[src/common/crf_regs.svh]
// Constants of the CPU register file: offsets, fields, resets, steps.
`ifndef CRF_REGS_SVH
`define CRF_REGS_SVH

// -----------------------------------------------------------------
// Bus offsets, byte addresses of 32-bit words.
// -----------------------------------------------------------------
`define CRF_ADR_REGS  8'h00
`define CRF_ADR_FLAGS 8'h04
`define CRF_ADR_STAT  8'h08

// -----------------------------------------------------------------
// Field positions (least significant bit of each field).
// -----------------------------------------------------------------
`define CRF_F_A   0
`define CRF_F_B   4
`define CRF_F_X   8
`define CRF_F_Y   12
`define CRF_F_SPX 16
`define CRF_F_SPY 20
`define CRF_F_W   24
`define CRF_F_CA  0
`define CRF_F_ST  1
`define CRF_F_PC  0
`define CRF_F_SP  16

// -----------------------------------------------------------------
// Reset values and steps.
// -----------------------------------------------------------------
`define CRF_SP_RESET  10'h3ff
`define CRF_SP_STEP   10'h004
`define CRF_SP_FIXED  4'hf
`define CRF_LVL_RESET 4'hf
`define CRF_PC_RESET  14'h0000
`define CRF_ST_RESET  1'b1

`endif

[src/common/crf_pkg.sv]
// Types shared by the CPU register file modules.
`default_nettype none
package crf_pkg;
	// Commands issued by the sequencer, one per instruction step.
	typedef enum logic [4:0] {
		CMD_NONE, CMD_LOAD, CMD_ARITH, CMD_COMPARE, CMD_TEST,
		CMD_SET_OVF, CMD_CLR_OVF, CMD_ROT_LEFT, CMD_ROT_RIGHT,
		CMD_NEAR_JUMP, CMD_LONG_JUMP, CMD_NEAR_CALL, CMD_LONG_CALL,
		CMD_SUB_RETURN, CMD_INT_ENTRY, CMD_INT_RETURN,
		CMD_CLR_BIT, CMD_CLR_BIT_DIRECT, CMD_STEP
	} crf_cmd_t;
	// Destination register of a load or an ALU result.
	typedef enum logic [2:0] {
		DST_A, DST_B, DST_W, DST_X, DST_Y, DST_SPX, DST_SPY
	} crf_dest_t;
	// One request from the sequencer and ALU.
	typedef struct packed {
		crf_cmd_t    cmd;
		crf_dest_t   dest;
		logic [3:0]  data;
		logic [13:0] target;
		logic        aluOvf;
		logic        testBit;
		logic        rsBit;
	} crf_op_t;
	// Visible contents of all working registers.
	typedef struct packed {
		logic [3:0]  a, b;
		logic [1:0]  w;
		logic [3:0]  x, y, aux_row_reg, aux_col_reg;
		logic        ca, st;
		logic [13:0] pc;
		logic [9:0]  sp;
	} crf_regs_t;
	// One stack slot: return address and both flags.
	typedef struct packed {
		logic [13:0] pc;
		logic        ca, st;
	} crf_slot_t;
	typedef crf_slot_t [15:0] crf_stack_t;
	// Whole state of the main module.
	typedef struct packed {
		logic [3:0]  a, b;
		logic [1:0]  w;
		logic [3:0]  x, y, aux_row_reg, aux_col_reg;
		logic        ca, st;
		logic [13:0] pc;
		crf_stack_t  stk;
		logic        ack;
		logic [31:0] rdat;
	} crf_state_t;
	// State of the save pointer: its stack level.
	typedef struct packed {
		logic [3:0] level;
	} crf_sp_state_t;
endpackage
`default_nettype wire

[src/rtl/crf_save_pointer.sv]
// Save pointer: stack level counter with fixed upper bits.
`include "crf_regs.svh"
`default_nettype none
module crf_save_pointer (
	input  wire logic       sys_clk,
	input  wire logic       rst,
	input  wire logic       push,
	input  wire logic       pop,
	input  wire logic       reinit,
	output logic [3:0]      level,
	output logic [9:0]      savePtr
);
	// -------------------------------------------------------------
	// State.
	// -------------------------------------------------------------
	crf_pkg::crf_sp_state_t q, d; // Registered and next level.

	// Next level: reload wins over any step of the pointer.
	always_comb begin
		d = q;
		if (reinit) begin
			d.level = `CRF_LVL_RESET;
		end else if (push && !pop) begin
			d.level = q.level - 4'h1;
		end else if (pop && !push) begin
			d.level = q.level + 4'h1;
		end
	end

	// Register the level; reset puts the pointer at 3FF.
	always_ff @(posedge sys_clk) begin
		if (rst) begin
			q.level <= `CRF_LVL_RESET;
		end else begin
			q <= d;
		end
	end

	// Each level is one step of four; upper bits never move.
	assign level   = q.level;
	assign savePtr = {`CRF_SP_FIXED, q.level, 2'b11};
endmodule
`default_nettype wire

[src/rtl/crf_core.sv]
// CPU working registers, flags, ROM address counter and stack.
//
// Our own choices: the placing of the registers and register access over Wishbone.
`include "crf_regs.svh"
`default_nettype none
module crf_core (
	input  wire logic           sys_clk,
	input  wire logic           rst,
	input  wire logic           wb_cyc_i,
	input  wire logic           wb_stb_i,
	input  wire logic           wb_we_i,
	input  wire logic [7:0]     wb_adr_i,
	input  wire logic [3:0]     wb_sel_i,
	input  wire logic [31:0]    wb_dat_i,
	output logic [31:0]         wb_dat_o,
	output logic                wb_ack_o,
	input  wire crf_pkg::crf_op_t op,
	output crf_pkg::crf_regs_t  regs,
	output logic [9:0]          ramAddr,
	output logic [3:0]          portBitSel,
	output logic                branchTaken
);
	// -------------------------------------------------------------
	// State and local signals.
	// -------------------------------------------------------------
	crf_pkg::crf_state_t q, d;   // Registered and next state.
	logic        busReq;         // New Wishbone request this cycle.
	logic        push;           // One slot is saved to the stack.
	logic        pop;            // One slot is restored from it.
	logic        reinit;         // The stack reinit bit is cleared.
	logic        condOp;         // A conditional transfer command.
	logic        taken;          // That transfer is carried out.
	logic [3:0]  level;          // Current stack level.
	logic [3:0]  popLevel;       // Level of the slot to restore.
	logic [9:0]  savePtr;        // Save pointer value.
	logic [13:0] pcNext;         // Address of the next instruction.
	logic [31:0] regWord;        // Packed working registers.
	crf_pkg::crf_slot_t popSlot; // Slot read on a restore.

	// -------------------------------------------------------------
	// Save pointer.
	// -------------------------------------------------------------
	crf_save_pointer u_sp (
		.sys_clk (sys_clk),
		.rst     (rst),
		.push    (push),
		.pop     (pop),
		.reinit  (reinit),
		.level   (level),
		.savePtr (savePtr)
	);

	// Decode of the stack and transfer commands.
	always_comb begin
		condOp = (op.cmd == crf_pkg::CMD_NEAR_JUMP) ||
			(op.cmd == crf_pkg::CMD_LONG_JUMP) ||
			(op.cmd == crf_pkg::CMD_NEAR_CALL) ||
			(op.cmd == crf_pkg::CMD_LONG_CALL);
		taken = condOp && q.st;
		push = (taken && ((op.cmd == crf_pkg::CMD_NEAR_CALL) ||
			(op.cmd == crf_pkg::CMD_LONG_CALL))) ||
			(op.cmd == crf_pkg::CMD_INT_ENTRY);
		pop = (op.cmd == crf_pkg::CMD_SUB_RETURN) ||
			(op.cmd == crf_pkg::CMD_INT_RETURN);
		// Only a clear of the reinit bit reloads the pointer.
		reinit = ((op.cmd == crf_pkg::CMD_CLR_BIT) ||
			(op.cmd == crf_pkg::CMD_CLR_BIT_DIRECT)) && op.rsBit;
		popLevel = level + 4'h1;
		popSlot = q.stk[popLevel];
		pcNext = q.pc + 14'h0001;
	end

	// Working registers packed as one bus word.
	always_comb begin
		regWord = 32'h0000_0000;
		regWord[`CRF_F_A +: 4]   = q.a;
		regWord[`CRF_F_B +: 4]   = q.b;
		regWord[`CRF_F_X +: 4]   = q.x;
		regWord[`CRF_F_Y +: 4]   = q.y;
		regWord[`CRF_F_SPX +: 4] = q.aux_row_reg;
		regWord[`CRF_F_SPY +: 4] = q.aux_col_reg;
		regWord[`CRF_F_W +: 2]   = q.w;
	end

	// -------------------------------------------------------------
	// Next state: bus access first, sequencer command on top.
	// -------------------------------------------------------------
	always_comb begin
		d = q;
		d.ack = 1'b0;
		busReq = wb_cyc_i && wb_stb_i && !q.ack;
		// The bus slave answers every request one cycle later.
		if (busReq) begin
			d.ack = 1'b1;
			case (wb_adr_i)
				`CRF_ADR_REGS: begin
					d.rdat = regWord;
					if (wb_we_i && wb_sel_i[0]) begin
						d.a = wb_dat_i[`CRF_F_A +: 4];
						d.b = wb_dat_i[`CRF_F_B +: 4];
					end
					if (wb_we_i && wb_sel_i[1]) begin
						d.x = wb_dat_i[`CRF_F_X +: 4];
						d.y = wb_dat_i[`CRF_F_Y +: 4];
					end
					if (wb_we_i && wb_sel_i[2]) begin
						d.aux_row_reg = wb_dat_i[`CRF_F_SPX +: 4];
						d.aux_col_reg = wb_dat_i[`CRF_F_SPY +: 4];
					end
					if (wb_we_i && wb_sel_i[3]) begin
						d.w = wb_dat_i[`CRF_F_W +: 2];
					end
				end
				`CRF_ADR_FLAGS: begin
					d.rdat = 32'h0000_0000;
					d.rdat[`CRF_F_CA] = q.ca;
					d.rdat[`CRF_F_ST] = q.st;
					if (wb_we_i && wb_sel_i[0]) begin
						d.ca = wb_dat_i[`CRF_F_CA];
						d.st = wb_dat_i[`CRF_F_ST];
					end
				end
				`CRF_ADR_STAT: begin
					// Read only: counter and pointer.
					d.rdat = 32'h0000_0000;
					d.rdat[`CRF_F_PC +: 14] = q.pc;
					d.rdat[`CRF_F_SP +: 10] = savePtr;
				end
				default: begin
					// Unmapped words read zero, writes are dropped.
					d.rdat = 32'h0000_0000;
				end
			endcase
		end
		// Sequencer command; it wins over a bus write to the same field.
		case (op.cmd)
			crf_pkg::CMD_NONE: begin
				// Nothing moves; both flags hold.
			end
			crf_pkg::CMD_LOAD, crf_pkg::CMD_ARITH: begin
				case (op.dest)
					crf_pkg::DST_A:   d.a = op.data;
					crf_pkg::DST_B:   d.b = op.data;
					crf_pkg::DST_W:   d.w = op.data[1:0];
					crf_pkg::DST_X:   d.x = op.data;
					crf_pkg::DST_Y:   d.y = op.data;
					crf_pkg::DST_SPX: d.aux_row_reg = op.data;
					crf_pkg::DST_SPY: d.aux_col_reg = op.data;
					default:          d.a = op.data;
				endcase
				if (op.cmd == crf_pkg::CMD_ARITH) begin
					d.ca = op.aluOvf;
					d.st = op.aluOvf;
				end
				d.pc = pcNext;
			end
			crf_pkg::CMD_COMPARE: begin
				d.st = op.aluOvf;
				d.pc = pcNext;
			end
			crf_pkg::CMD_TEST: begin
				d.st = op.testBit;
				d.pc = pcNext;
			end
			crf_pkg::CMD_SET_OVF: begin
				d.ca = 1'b1;
				d.pc = pcNext;
			end
			crf_pkg::CMD_CLR_OVF: begin
				d.ca = 1'b0;
				d.pc = pcNext;
			end
			crf_pkg::CMD_ROT_LEFT: begin
				// Accumulator rotates through the overflow bit.
				{d.ca, d.a} = {q.a, q.ca};
				d.pc = pcNext;
			end
			crf_pkg::CMD_ROT_RIGHT: begin
				{d.a, d.ca} = {q.ca, q.a};
				d.pc = pcNext;
			end
			crf_pkg::CMD_NEAR_JUMP, crf_pkg::CMD_LONG_JUMP,
			crf_pkg::CMD_NEAR_CALL, crf_pkg::CMD_LONG_CALL: begin
				if (taken) begin
					d.pc = op.target;
				end else begin
					d.pc = pcNext;
				end
				if (push) begin
					d.stk[level] = '{pc: pcNext, ca: q.ca, st: q.st};
				end
				d.st = 1'b1;
			end
			crf_pkg::CMD_SUB_RETURN: begin
				// Flags are left alone on a plain return.
				d.pc = popSlot.pc;
			end
			crf_pkg::CMD_INT_ENTRY: begin
				// The interrupted address and both flags are saved.
				d.stk[level] = '{pc: q.pc, ca: q.ca, st: q.st};
				d.pc = op.target;
			end
			crf_pkg::CMD_INT_RETURN: begin
				d.pc = popSlot.pc;
				d.ca = popSlot.ca;
				d.st = popSlot.st;
			end
			crf_pkg::CMD_CLR_BIT, crf_pkg::CMD_CLR_BIT_DIRECT,
			crf_pkg::CMD_STEP: begin
				// Other instructions advance with flags held; a clear of the reinit bit also reloads the pointer.
				d.pc = pcNext;
			end
			default: begin
				d.pc = pcNext;
			end
		endcase
	end

	// -------------------------------------------------------------
	// State register; reset gives the documented start values.
	// -------------------------------------------------------------
	always_ff @(posedge sys_clk) begin
		if (rst) begin
			q      <= '0;
			q.pc   <= `CRF_PC_RESET;
			q.st   <= `CRF_ST_RESET;
		end else begin
			q <= d;
		end
	end

	// -------------------------------------------------------------
	// Outputs.
	// -------------------------------------------------------------
	assign wb_dat_o    = q.rdat;
	assign wb_ack_o    = q.ack;
	assign branchTaken = taken;
	// Indirect RAM address: bank, row pointer, column pointer.
	assign ramAddr     = {q.w, q.x, q.y};
	// The column pointer also picks one line of the D port.
	assign portBitSel  = q.y;
	always_comb begin
		regs.a   = q.a;
		regs.b   = q.b;
		regs.w   = q.w;
		regs.x   = q.x;
		regs.y   = q.y;
		regs.aux_row_reg = q.aux_row_reg;
		regs.aux_col_reg = q.aux_col_reg;
		regs.ca  = q.ca;
		regs.st  = q.st;
		regs.pc  = q.pc;
		regs.sp  = savePtr;
	end
endmodule
`default_nettype wire

[config.mk]
export PLATFORM = sky130hd
export DESIGN_NAME = crf_core
export DESIGN_NICKNAME = d
export VERILOG_FILES = /design/src/common/crf_pkg.sv /design/src/rtl/crf_save_pointer.sv /design/src/rtl/crf_core.sv
export VERILOG_INCLUDE_DIRS = /design/src /design/src/common
export SDC_FILE = /design/constraint.sdc
export NUM_CORES = 1
export LEC_CHECK = 0
export BUFFER_PORTS_ARGS = -buffer_cell sky130_fd_sc_hd__buf_2
export CAP_MARGIN = 20
export CORE_ASPECT_RATIO = 1.2
export CORE_MARGIN = 5
export CORE_UTILIZATION = 45
export DETAILED_ROUTE_END_ITERATION = 7
export GPL_TIMING_DRIVEN = 0
export PLACE_DENSITY = 0.77
export SYNTH_ARGS = -nofsm -noshare
export SYNTH_HDL_FRONTEND = slang
export SYNTH_HIERARCHICAL = 1
export SYNTH_SLANG_ARGS = --single-unit
[constraint.sdc]
create_clock -name sys_clk -period 3.1 [get_ports sys_clk]
set_input_delay 0.31 -clock sys_clk [delete_from_list [all_inputs] [get_ports sys_clk]]
set_output_delay 0.31 -clock sys_clk [all_outputs]
set_load 0.02 [all_outputs]
After elaboration in Yosys (flattened, before gate mapping)
Index checks and enable logic that the tools add are counted.

Output and inout bits: 100. Input port bits: 78. Logic and storage cells: 159. Bits in registers: 335.

Reductions and logical operators: 32. Multiplexer cells: 34. Equal/unequal tests: 26. $add $sub $neg: 3. $lt $le $gt $ge: 3.

Operator list (number): 256-bit bitwise mux (2); 256-bit one-hot mux with 2 select lines (1); 256-bit two-way mux (1); 26-bit one-hot mux with 3 select lines (1); 16-bit binary-select mux with 4-bit select (1); 16-bit demux with 4-bit select (1); 14-bit one-hot mux with 4 select lines (1); 5-bit by 4-bit == test with 1-bit output, second input constant (8); 33-bit two-way mux (1); 16-bit two-way mux (2); 4-bit two-way mux (8); 28-bit two-way mux (1); 26-bit two-way mux (1); 8-bit two-way mux (3); 22-bit two-way mux (1); 5-bit by 3-bit == test with 1-bit output, second input constant (4); 14-bit by 1-bit adder with 14-bit output, second input constant (1); 14-bit two-way mux (1); 1-bit logical AND (12); 4-bit one-hot mux with 3 select lines (1); 5-bit by 2-bit == test with 1-bit output, second input constant (2); 5-bit == test, second input constant (2); 4-bit by 5-bit < comparator with 1-bit output, second input constant (2); 2-bit two-way mux (5); 21 further kinds (35).

Longest topological paths before layout
Gate-level depths: netlist of run 1.

Word-level depth: 11. Mapped depth: 13. Depth with buffers taken out: 10.

Hierarchy
The synthesis of run 1 kept the hierarchy.

Modules (own cells, without submodules): crf_core (seq. area each 6506.2 um^2, area each 16215.6 um^2, instances 1, cells an instance 1639); crf_save_pointer (seq. area each 80.1 um^2, area each 346.6 um^2, instances 1, cells an instance 39).

Worst setup path after synthesis of run 1
Ideal clock, no wire load.

Path kind: register to register. Start point: register, netlist name u_sp/level[0]. End point: register q, in the netlist regs[19]. Arrival time: 3.055 ns. Cell stages (with the launch flop): 13. Clock period less this slack: 3.183 ns. Path slack: -0.083 ns. Data required time: 2.972 ns. Cell sequence: dfxtp_1 -> buf_2 -> buf_1 -> inv_1 -> ha_1 -> buf_2 -> buf_2 -> clkbuf_1 -> mux4_2 -> mux2i_1 -> nand2_1 -> o211ai_1 -> a21oi_1.

Word-level cells in the longest chain between the ends: 4.

RTL lines: 4-bit by 1-bit adder with 4-bit output (line crf_core.sv:68) `popLevel = level + 4'h1;`; 16-bit binary-select mux with 4-bit select (line crf_core.sv:69) `popSlot = q.stk[popLevel];`; 16-bit two-way mux (not written as such) (line crf_core.sv:69); 14-bit one-hot mux with 4 select lines (line crf_core.sv:136) `case (op.cmd)`; to (decl) (line crf_core.sv:26) `crf_pkg::crf_state_t q, d;`.

No other way between the ends. The select of a mux whose other input is x is not followed. A chain may end at the register's enable or synchronous reset.

Worst setup path after layout of run 1
Start point: register, netlist name u_sp/level[2]. End point: register q[105] (netlist name).

Word-level cells in the longest chain between the ends: 7. Elaborated cells on any way between the ends: 9. Classes of those cells: order compare: 2; mux: 6; reduce/logical: 1.

RTL lines: 4-bit by 5-bit < comparator with 1-bit output (not written as such) or 4-bit by 1-bit >= comparator with 1-bit output (tied branches) (line crf_core.sv:190, crf_core.sv:200); 1-bit logical AND (not written as such) (line crf_core.sv:190, crf_core.sv:200); 16-bit two-way mux (not written as such) (line crf_core.sv:190, crf_core.sv:200); 16-bit demux with 4-bit select (*) (line crf_core.sv:190, crf_core.sv:200); 256-bit bitwise mux (line crf_core.sv:190) `d.stk[level] = '{pc: pcNext, ca: q.ca, st: q.st};`; 256-bit two-way mux (line crf_core.sv:189) `if (push) begin`; 256-bit one-hot mux with 2 select lines (*) (line crf_core.sv:136).

Mark *: on every way between the ends. The rest lies on a longest branch, timed or not. The select of a mux whose other input is x is not followed.

==> run summary, run 1 <==
STA
* Worst Skew: 13.0 ps
* Worst-Margin Slew: 1300 ps
* Slew HR: 12.8%
* unrepaired setup endpoints after global routing: no
* peak clock frequency supported by timing: 345 MHz
* number of hold violations in the final report: 0
* final clock period utilization by the worst path: 93.4%
* Setup violations, final: 0
* crit path time final: 2890 ps
* max-slew violation count: 0

Worst setup path
* number of buffers and inverters on the critical path: 1
* arrival time reported for the critical path endpoint: 3370 ps
* Critical Path Stages: 6
* family with the most delay on the worst path: simple AND/OR/NAND/NOR gates
* capturing point of the worst reg2reg path: q[105]
* Worst Setup End Kind: flip-flop
* crit path to: q[105]
* cells along the critical path: nor2b_1, nand2_1, a211oi_4, buf_2, nor2_1, a211oi_1
* delay of the slowest cell on the worst path: 750 ps
* kind of critical path: reg -> reg
* register-to-register setup slack: 210 ps
* CP Launch Type: flip-flop
* peak fanout along the critical path: 12
* first element of the critical path: u_sp/level[2]
* startpoint of the lowest-slack register-to-register path: u_sp/level[2]
* slowest CP cell: sky130_fd_sc_hd__nor2b_1
* cells on worst reg2reg path: 6
* WP data required: 3570 ps

Logic synthesis
* Synth Flop Type: sky130_fd_sc_hd__dfxtp_1
* synthesized area: 16600 sq um
* average instance area after synthesis: 9.87 sq um
* Post-Syn Instances: 1678
* proportion of synthesized flip-flops having asynchronous set or reset: 0%
* number of flops mapped to enable cells by yosys: 0
* share of the synthesized area in the top cell type: 39.8%
* post-synthesis register bit count: 329
* largest area contributor in the netlist: sky130_fd_sc_hd__dfxtp_1
* ranking of synthesized cells by area: sky130_fd_sc_hd__dfxtp_1 (40%), sky130_fd_sc_hd__mux4_2 (9.0%), sky130_fd_sc_hd__mux2i_1 (6.1%), sky130_fd_sc_hd__a211oi_1 (5.8%), sky130_fd_sc_hd__nor2_1 (5.7%)
* part of the Yosys area used for sequential elements: 39.8%
* total number of yosys warnings: 6
* synth unique cells: 69

Outcome
* status: finished, final reports clean

Floorplan
* FP Rows: 77
* die width: 185 um
* Core ar.: 36600 sq um
* area of the die: 40800 sq um
* Chip Height: 220 um
* Initial Util: 45.2%
* I/O pin total: 178

Placed design
* placed insts: 2322
* input/output buffers: 158
* total half-perimeter wirelength after legalization and detailed placement: 38400 um
* final weighted congestion in routability-driven placement: 0.939

Cells and area
* final std cells w/o fill: 2375
* total area of multi-input combinational cells: 8510 sq um
* sequential cell area: 6590 sq um
* antenna diode count: 0
* number of fillers in the final layout: 3193
* most common cell after layout, fill and taps aside: sky130_fd_sc_hd__dfxtp_1
* most frequent cells in the layout: sky130_fd_sc_hd__dfxtp_1 (328), sky130_fd_sc_hd__nor2_1 (253), sky130_fd_sc_hd__buf_2 (199)
* Synth-to-Final Area Change: 14.7%
* proportion of layout cells with a drive suffix above 1: 28.8%
* total number of nets in the final design: 1964

Clocking
* Reg clk slew, reported paths: 70 ps
* clock tree sinks: 329
* cts hold-fix bufs: 0
* clock insertion delay at the later pin of the skew report: 570 ps
* number of buffers on the longest clock path: 3
* number of buffers added for setup after CTS: 0
* H-Tree Depth: 1
* TritonCTS clock tree: yes
* number of CTS-inserted buffers: 29
* library cell used as clock root buffer: sky130_fd_sc_hd__clkbuf_16

Global routing
* pin count of the biggest net entering global routing: 16
* global routing met1 resource utilization: 25.3%
* number of global-route vias before repair: 14000
* antenna violations before repair: 0
* layer with the highest usage after global routing: met2
* global-route wire length before repair: 76200 um
* sum of overflow across all layers after global routing: 0
* global routing met2 resource utilization: 43.0%
* global routing usage summed across all routing layers: 23.4%
* met3 Resource Use GR: 3.54%

Pwr
* Max rail drop VDD: 0.000342 V
* leakage dissipation: 7.02 nW
* total power draw: 0.00929 W
* power density relative to cell area: 489 nW/um^2

Detailed routing
* TritonRoute pass-1 iters: 8
* Avg Vias per Cell: 5.88
* final WL: 49600 um
* number of DRC violations after detailed routing: 0
* routed length per placed instance: 20.9 um
* DRT antenna net count: 0
* count of routing violations after the opening detailed-route iteration: 1282
* routed via count: 14000

Run
* maximum capacitance violations: 0

Worst hold path
* Tightest Hold Check Type: in -> reg

==> final cells by class <==
| type | instances | share of cell area, % |
|---|---|---|
| multi-input combinational | 1104 | 44.8 |
| sequential | 329 | 34.7 |
| buffer | 243 | 7.87 |
| clock buffer | 41 | 4.32 |
| timing repair buffer | 160 | 4.21 |
| tap | 474 | 3.12 |
| clock inverter | 13 | 0.790 |
| inverter | 11 | 0.217 |
==> cell families after synthesis <==
group                    after synthesis  synth area share (%)
multiplexers                         207                  17.8
other                                  2                0.0453
buffers and inverters                255                  9.10
AO/OA/AOI/OAI                        394                  18.3
flip-flops                           329                  39.8
adder cells (fa/ha/maj)                8                 0.604
XOR/XNOR                              28                  1.53
AND/OR/NAND/NOR                      455                  12.8
==> cells in the mapped netlist (all sizes together) (3+ instances only) <==
cell / number
a31oi: 8
clkbuf: 73
buf: 171
or2: 8
xnor2: 14
mux4: 66
o21ai: 94
and3b: 4
a22oi: 29
a222oi: 4
ha: 8
a211oi: 173
and4: 3
nor2: 254
nand2b: 4
dfxtp: 329
nand3: 20
a221oi: 10
mux2i: 101
xor2: 14
nor3: 10
nor4: 7
nand4b: 5
nand3b: 42
and2: 4
nand2: 68
or3: 3
nor2b: 8
a2111oi: 4
a21oi: 44
nand4: 5
o211ai: 13
and3: 4
inv: 11
mux2: 40
==> stage by stage <==
| stage | hold slack, ps | util [%] | worst slack, ps | TNS (ps) | area [sq um] |
|---|---|---|---|---|---|
| 2_1_floorplan | 426 | - | 106 | 0 | 16600 |
| 3_3_place_gp | 448 | 49.1 | -882 | -12600 | 18000 |
| 3_5_place_dp | 449 | 49.2 | -994 | -14660 | 18000 |
| 4_1_cts | 19.2 | 51.9 | 58.4 | 0 | 19000 |
| 5_1_grt | 35.4 | 51.9 | 5.57 | 0 | 19000 |
| 6_report | 34.3 | 51.9 | 206 | 0 | 19000 |
==> registers in the layout, indices dropped and copies added (netlist names), named ones only <==
register,flops
u_sp/level,4
wb_ack_o,1
q,224
ramAddr,6
wb_dat_o,26
regs,32
portBitSel,4
==> tightest hold or removal path, delay by kind of cell <==
family	cells	cell delay (ps)
buffers and inverters	1	110
AO/OA/AOI/OAI	1	70
AND/OR/NAND/NOR	1	80
==> report_power, final <==
group | switching (W) | internal (W) | total, W | leakage, nW
sequential | 0.0000578 | 0.00427 | 0.00433 | 2.65
combinational | 0.000813 | 0.000437 | 0.00125 | 3.88
clock | 0.00162 | 0.00210 | 0.00372 | 0.480
==> how the worst min path moves through the flow <==
stage | start | end | cells after the start
6_report | op[2] | regs[24] | 3
5_1_grt | rst | u_sp/level[0] | 3
4_1_cts | op[2] | regs[24] | 3
3_5_place_dp | q[171] | q[171] | 2
3_3_place_gp | q[175] | q[175] | 2
2_1_floorplan | rst | u_sp/level[0] | 2
==> timing repair <==
item / in CTS / in global routing
cloned: 0 / 0
pin swaps: 0 / 0
setup endpoints to repair: 26 / 19
endpoints found under the hold margin: 0 / 0
gates resized for setup: 20 / 2
==> layer usage <==
layer  vias up  routed length (um)
li1       6400                   -
met1      6715               17800
met2       669               25000
met3       183                3710
met4         0                3060
met5         -                   0
No activity file was read; power rests on OpenSTA's default activity.
==> run 2, diff against run 1 <==
--- a/config.mk
+++ b/config.mk
@@ -16,5 +16,4 @@
 export PLACE_DENSITY = 0.77
 export SYNTH_ARGS = -nofsm -noshare
 export SYNTH_HDL_FRONTEND = slang
-export SYNTH_HIERARCHICAL = 1
 export SYNTH_SLANG_ARGS = --single-unit
==> run 2 against run 1 <==
Sequential power is essentially flat. Die area shrank 0.37%. Final cell count grew 0.97%. Clock power grew 7.5%. Routed wire length grew 7.4%. Via count grew 1.6%. Final area grew 0.78%. First-iteration DRC count grew 9.4%. Hold slack lost 13 ps. Largest power group unchanged.
==> run summary, run 2 <==
Placed design
* final weighted congestion in routability-driven placement: 0.953
* Post-DP Area: 17900 sq um
* placed insts: 2330
* input/output buffers: 155
* total half-perimeter wirelength after legalization and detailed placement: 40200 um

Worst setup path
* CP Launch Type: flip-flop
* arrival time reported for the critical path endpoint: 3450 ps
* cells along the critical path: clkbuf_4, buf_12, buf_12, clkinvlp_4, ha_4, clkbuf_2, mux4_2, mux4_2, nand2_1, a211oi_1
* WP data required: 3540 ps
* kind of critical path: reg -> reg
* delay of the slowest cell on the worst path: 520 ps
* peak fanout along the critical path: 10
* Worst Setup End Kind: flip-flop
* first element of the critical path: u_sp.level[0]
* slowest CP cell: sky130_fd_sc_hd__mux4_2
* number of buffers and inverters on the critical path: 5
* startpoint of the lowest-slack register-to-register path: u_sp.level[0]
* family with the most delay on the worst path: buffers and inverters

Pwr
* power density relative to cell area: 500 nW/um^2
* leakage dissipation: 6.89 nW
* Max rail drop VDD: 0.000424 V
* total power draw: 0.00957 W

Logic synthesis
* Post-Syn Instances: 1697
* average instance area after synthesis: 9.72 sq um
* synthesized area: 16500 sq um
* share of the synthesized area in the top cell type: 39.9%
* Synth Flop Type: sky130_fd_sc_hd__dfxtp_1
* number of flops mapped to enable cells by yosys: 0
* most used standard cell by instance count after synthesis: sky130_fd_sc_hd__dfxtp_1
* proportion of synthesized flip-flops having asynchronous set or reset: 0%
* post-synthesis register bit count: 329
* ranking of synthesized cells by area: sky130_fd_sc_hd__dfxtp_1 (40%), sky130_fd_sc_hd__mux4_2 (9.4%), sky130_fd_sc_hd__nor2_1 (5.7%), sky130_fd_sc_hd__a211oi_1 (5.5%), sky130_fd_sc_hd__buf_4 (4.9%)
* Post-synth top cells: sky130_fd_sc_hd__dfxtp_1 (329), sky130_fd_sc_hd__nor2_1 (249), sky130_fd_sc_hd__nand2_1 (134)
* synth unique cells: 72
* total number of yosys warnings: 0
* part of the Yosys area used for sequential elements: 39.9%
* largest area contributor in the netlist: sky130_fd_sc_hd__dfxtp_1

Global routing
* pin count of the biggest net entering global routing: 16
* global routing usage summed across all routing layers: 25.3%
* sum of overflow across all layers after global routing: 0
* number of global-route vias before repair: 14100
* global-route wire length before repair: 80600 um
* antenna violations before repair: 1

STA
* max-slew violation count: 0
* Slew HR: 37.5%
* peak clock frequency supported by timing: 332 MHz
* hold slack final: 20.9 ps
* Worst Skew: 9.89 ps
* Sum Neg Setup Slack: 0 ps
* Setup violations, final: 0
* number of hold violations in the final report: 0
* Worst-Margin Slew: 937 ps
* unrepaired setup endpoints after global routing: no
* crit path time final: 3010 ps
* final clock period utilization by the worst path: 97.3%

Cells and area
* Most flops, register: q
* cell area after layout: 19100 sq um
* total number of nets in the final design: 1989
* antenna diode count: 0
* number of fillers in the final layout: 3129
* most common cell after layout, fill and taps aside: sky130_fd_sc_hd__dfxtp_1
* proportion of layout cells with a drive suffix above 1: 29.2%
* final std cells w/o fill: 2398
* Synth-to-Final Area Change: 16.1%
* most frequent cells in the layout: sky130_fd_sc_hd__dfxtp_1 (328), sky130_fd_sc_hd__nor2_1 (249), sky130_fd_sc_hd__buf_2 (206)
* number of flip-flops in the largest register: 224

Detailed routing
* routed length per placed instance: 22.2 um
* final WL: 53200 um
* count of routing violations after the opening detailed-route iteration: 1402
* number of DRC violations after detailed routing: 0
* DRT antenna net count: 0
* routed via count: 14200
* TritonRoute pass-1 iters: 6
* Avg Vias per Cell: 5.92

Clocking
* Reg clk slew, reported paths: 70 ps
* TritonCTS clock tree: yes
* clock tree sinks: 329
* library cell used as clock root buffer: sky130_fd_sc_hd__clkbuf_16
* number of CTS-inserted buffers: 31
* number of buffers on the longest clock path: 3
* H-Tree Depth: 1
* clock insertion delay at the later pin of the skew report: 580 ps

Floorplan
* I/O pin total: 178
* area of the die: 40600 sq um
* Core ar.: 36000 sq um
* die width: 185 um
* Chip Height: 220 um
* Initial Util: 45.8%
* FP Rows: 76

Outcome
* status: finished, final reports clean

Worst hold path
* Tightest Hold Check Type: in -> reg
* startpoint of the worst hold path: wb_dat_i[19]

Run
* maximum capacitance violations: 0

-- run 2: metrics by stage --
step / utilization (%) / setup slack [ps]
finish: 53.1 / 85.1
global route: 53.1 / 18.3
CTS: 53.1 / 31.2
detailed placement: 49.7 / -1040
global placement: 49.7 / -1020
floorplan: - / 90.6
-- run 2: cell families after synthesis --
| family | synth area share, % |
|---|---|
| other | 0.0455 |
| and+or+nand+nor | 13.8 |
| xor gates and xnor gates | 1.57 |
| buffers and inverters | 9.31 |
| adders and majority gates | 0.516 |
| muxes | 15.4 |
| DFF | 39.9 |
| AOI/OAI and AO/OA | 19.5 |
-- run 2: area by class of cell --
type / instances / area [sq um] / area share [%]
Buffer: 247 / 1570 / 8.17
Clock buffer: 44 / 895 / 4.67
Clock inverter: 14 / 165 / 0.863
Inverter: 11 / 45.0 / 0.235
Multi-Input combinational cell: 1120 / 8430 / 44.0
Sequential cell: 329 / 6590 / 34.4
Tap cell: 468 / 586 / 3.06
Timing Repair Buffer: 165 / 873 / 4.56
-- run 2: worst paths after layout --
check / slack [ps] / cells past startpoint / endpoint
worst max-delay path: 90 / 10 / regs[20]
worst min-delay path: 20 / 3 / regs[33]
worst max register to register: 90 / 10 / regs[20]
worst min register to register: 450 / 2 / wb_dat_o[17]
-- run 2: timing repair --
action,4_1_cts,5_1_grt
gates cloned,0,0
hold buffers,9,0
endpoints found under the hold margin,11,0
endpoints found under the setup margin,29,13
setup buffers,1,0
pin swaps,0,0
resized for setup,25,7
-- run 2: power by group --
group / switching [W] / internal, W
Clock: 0.00174 / 0.00227
Combinational: 0.000823 / 0.000441
Sequential: 0.0000412 / 0.00427
-- run 2: worst register-to-register path: cells and delay by family, from the launching register on --
kind / cells / cell delay, ps
and+or+nand+nor: 1 / 110
adders and majority gates: 1 / 330
DFF: 1 / 350
buffers and inverters: 5 / 1070
muxes: 2 / 930
AOI/OAI and AO/OA: 1 / 80
-- run 2: routing by layer --
metal  vias to the layer above  wire length, um  track usage (%)
li1                       6455                -                -
met1                      6871            19900             29.1
met2                       692            25600             44.3
met3                       177             4400             4.11
met4                         2             3330             14.5
met5                         -                7                0
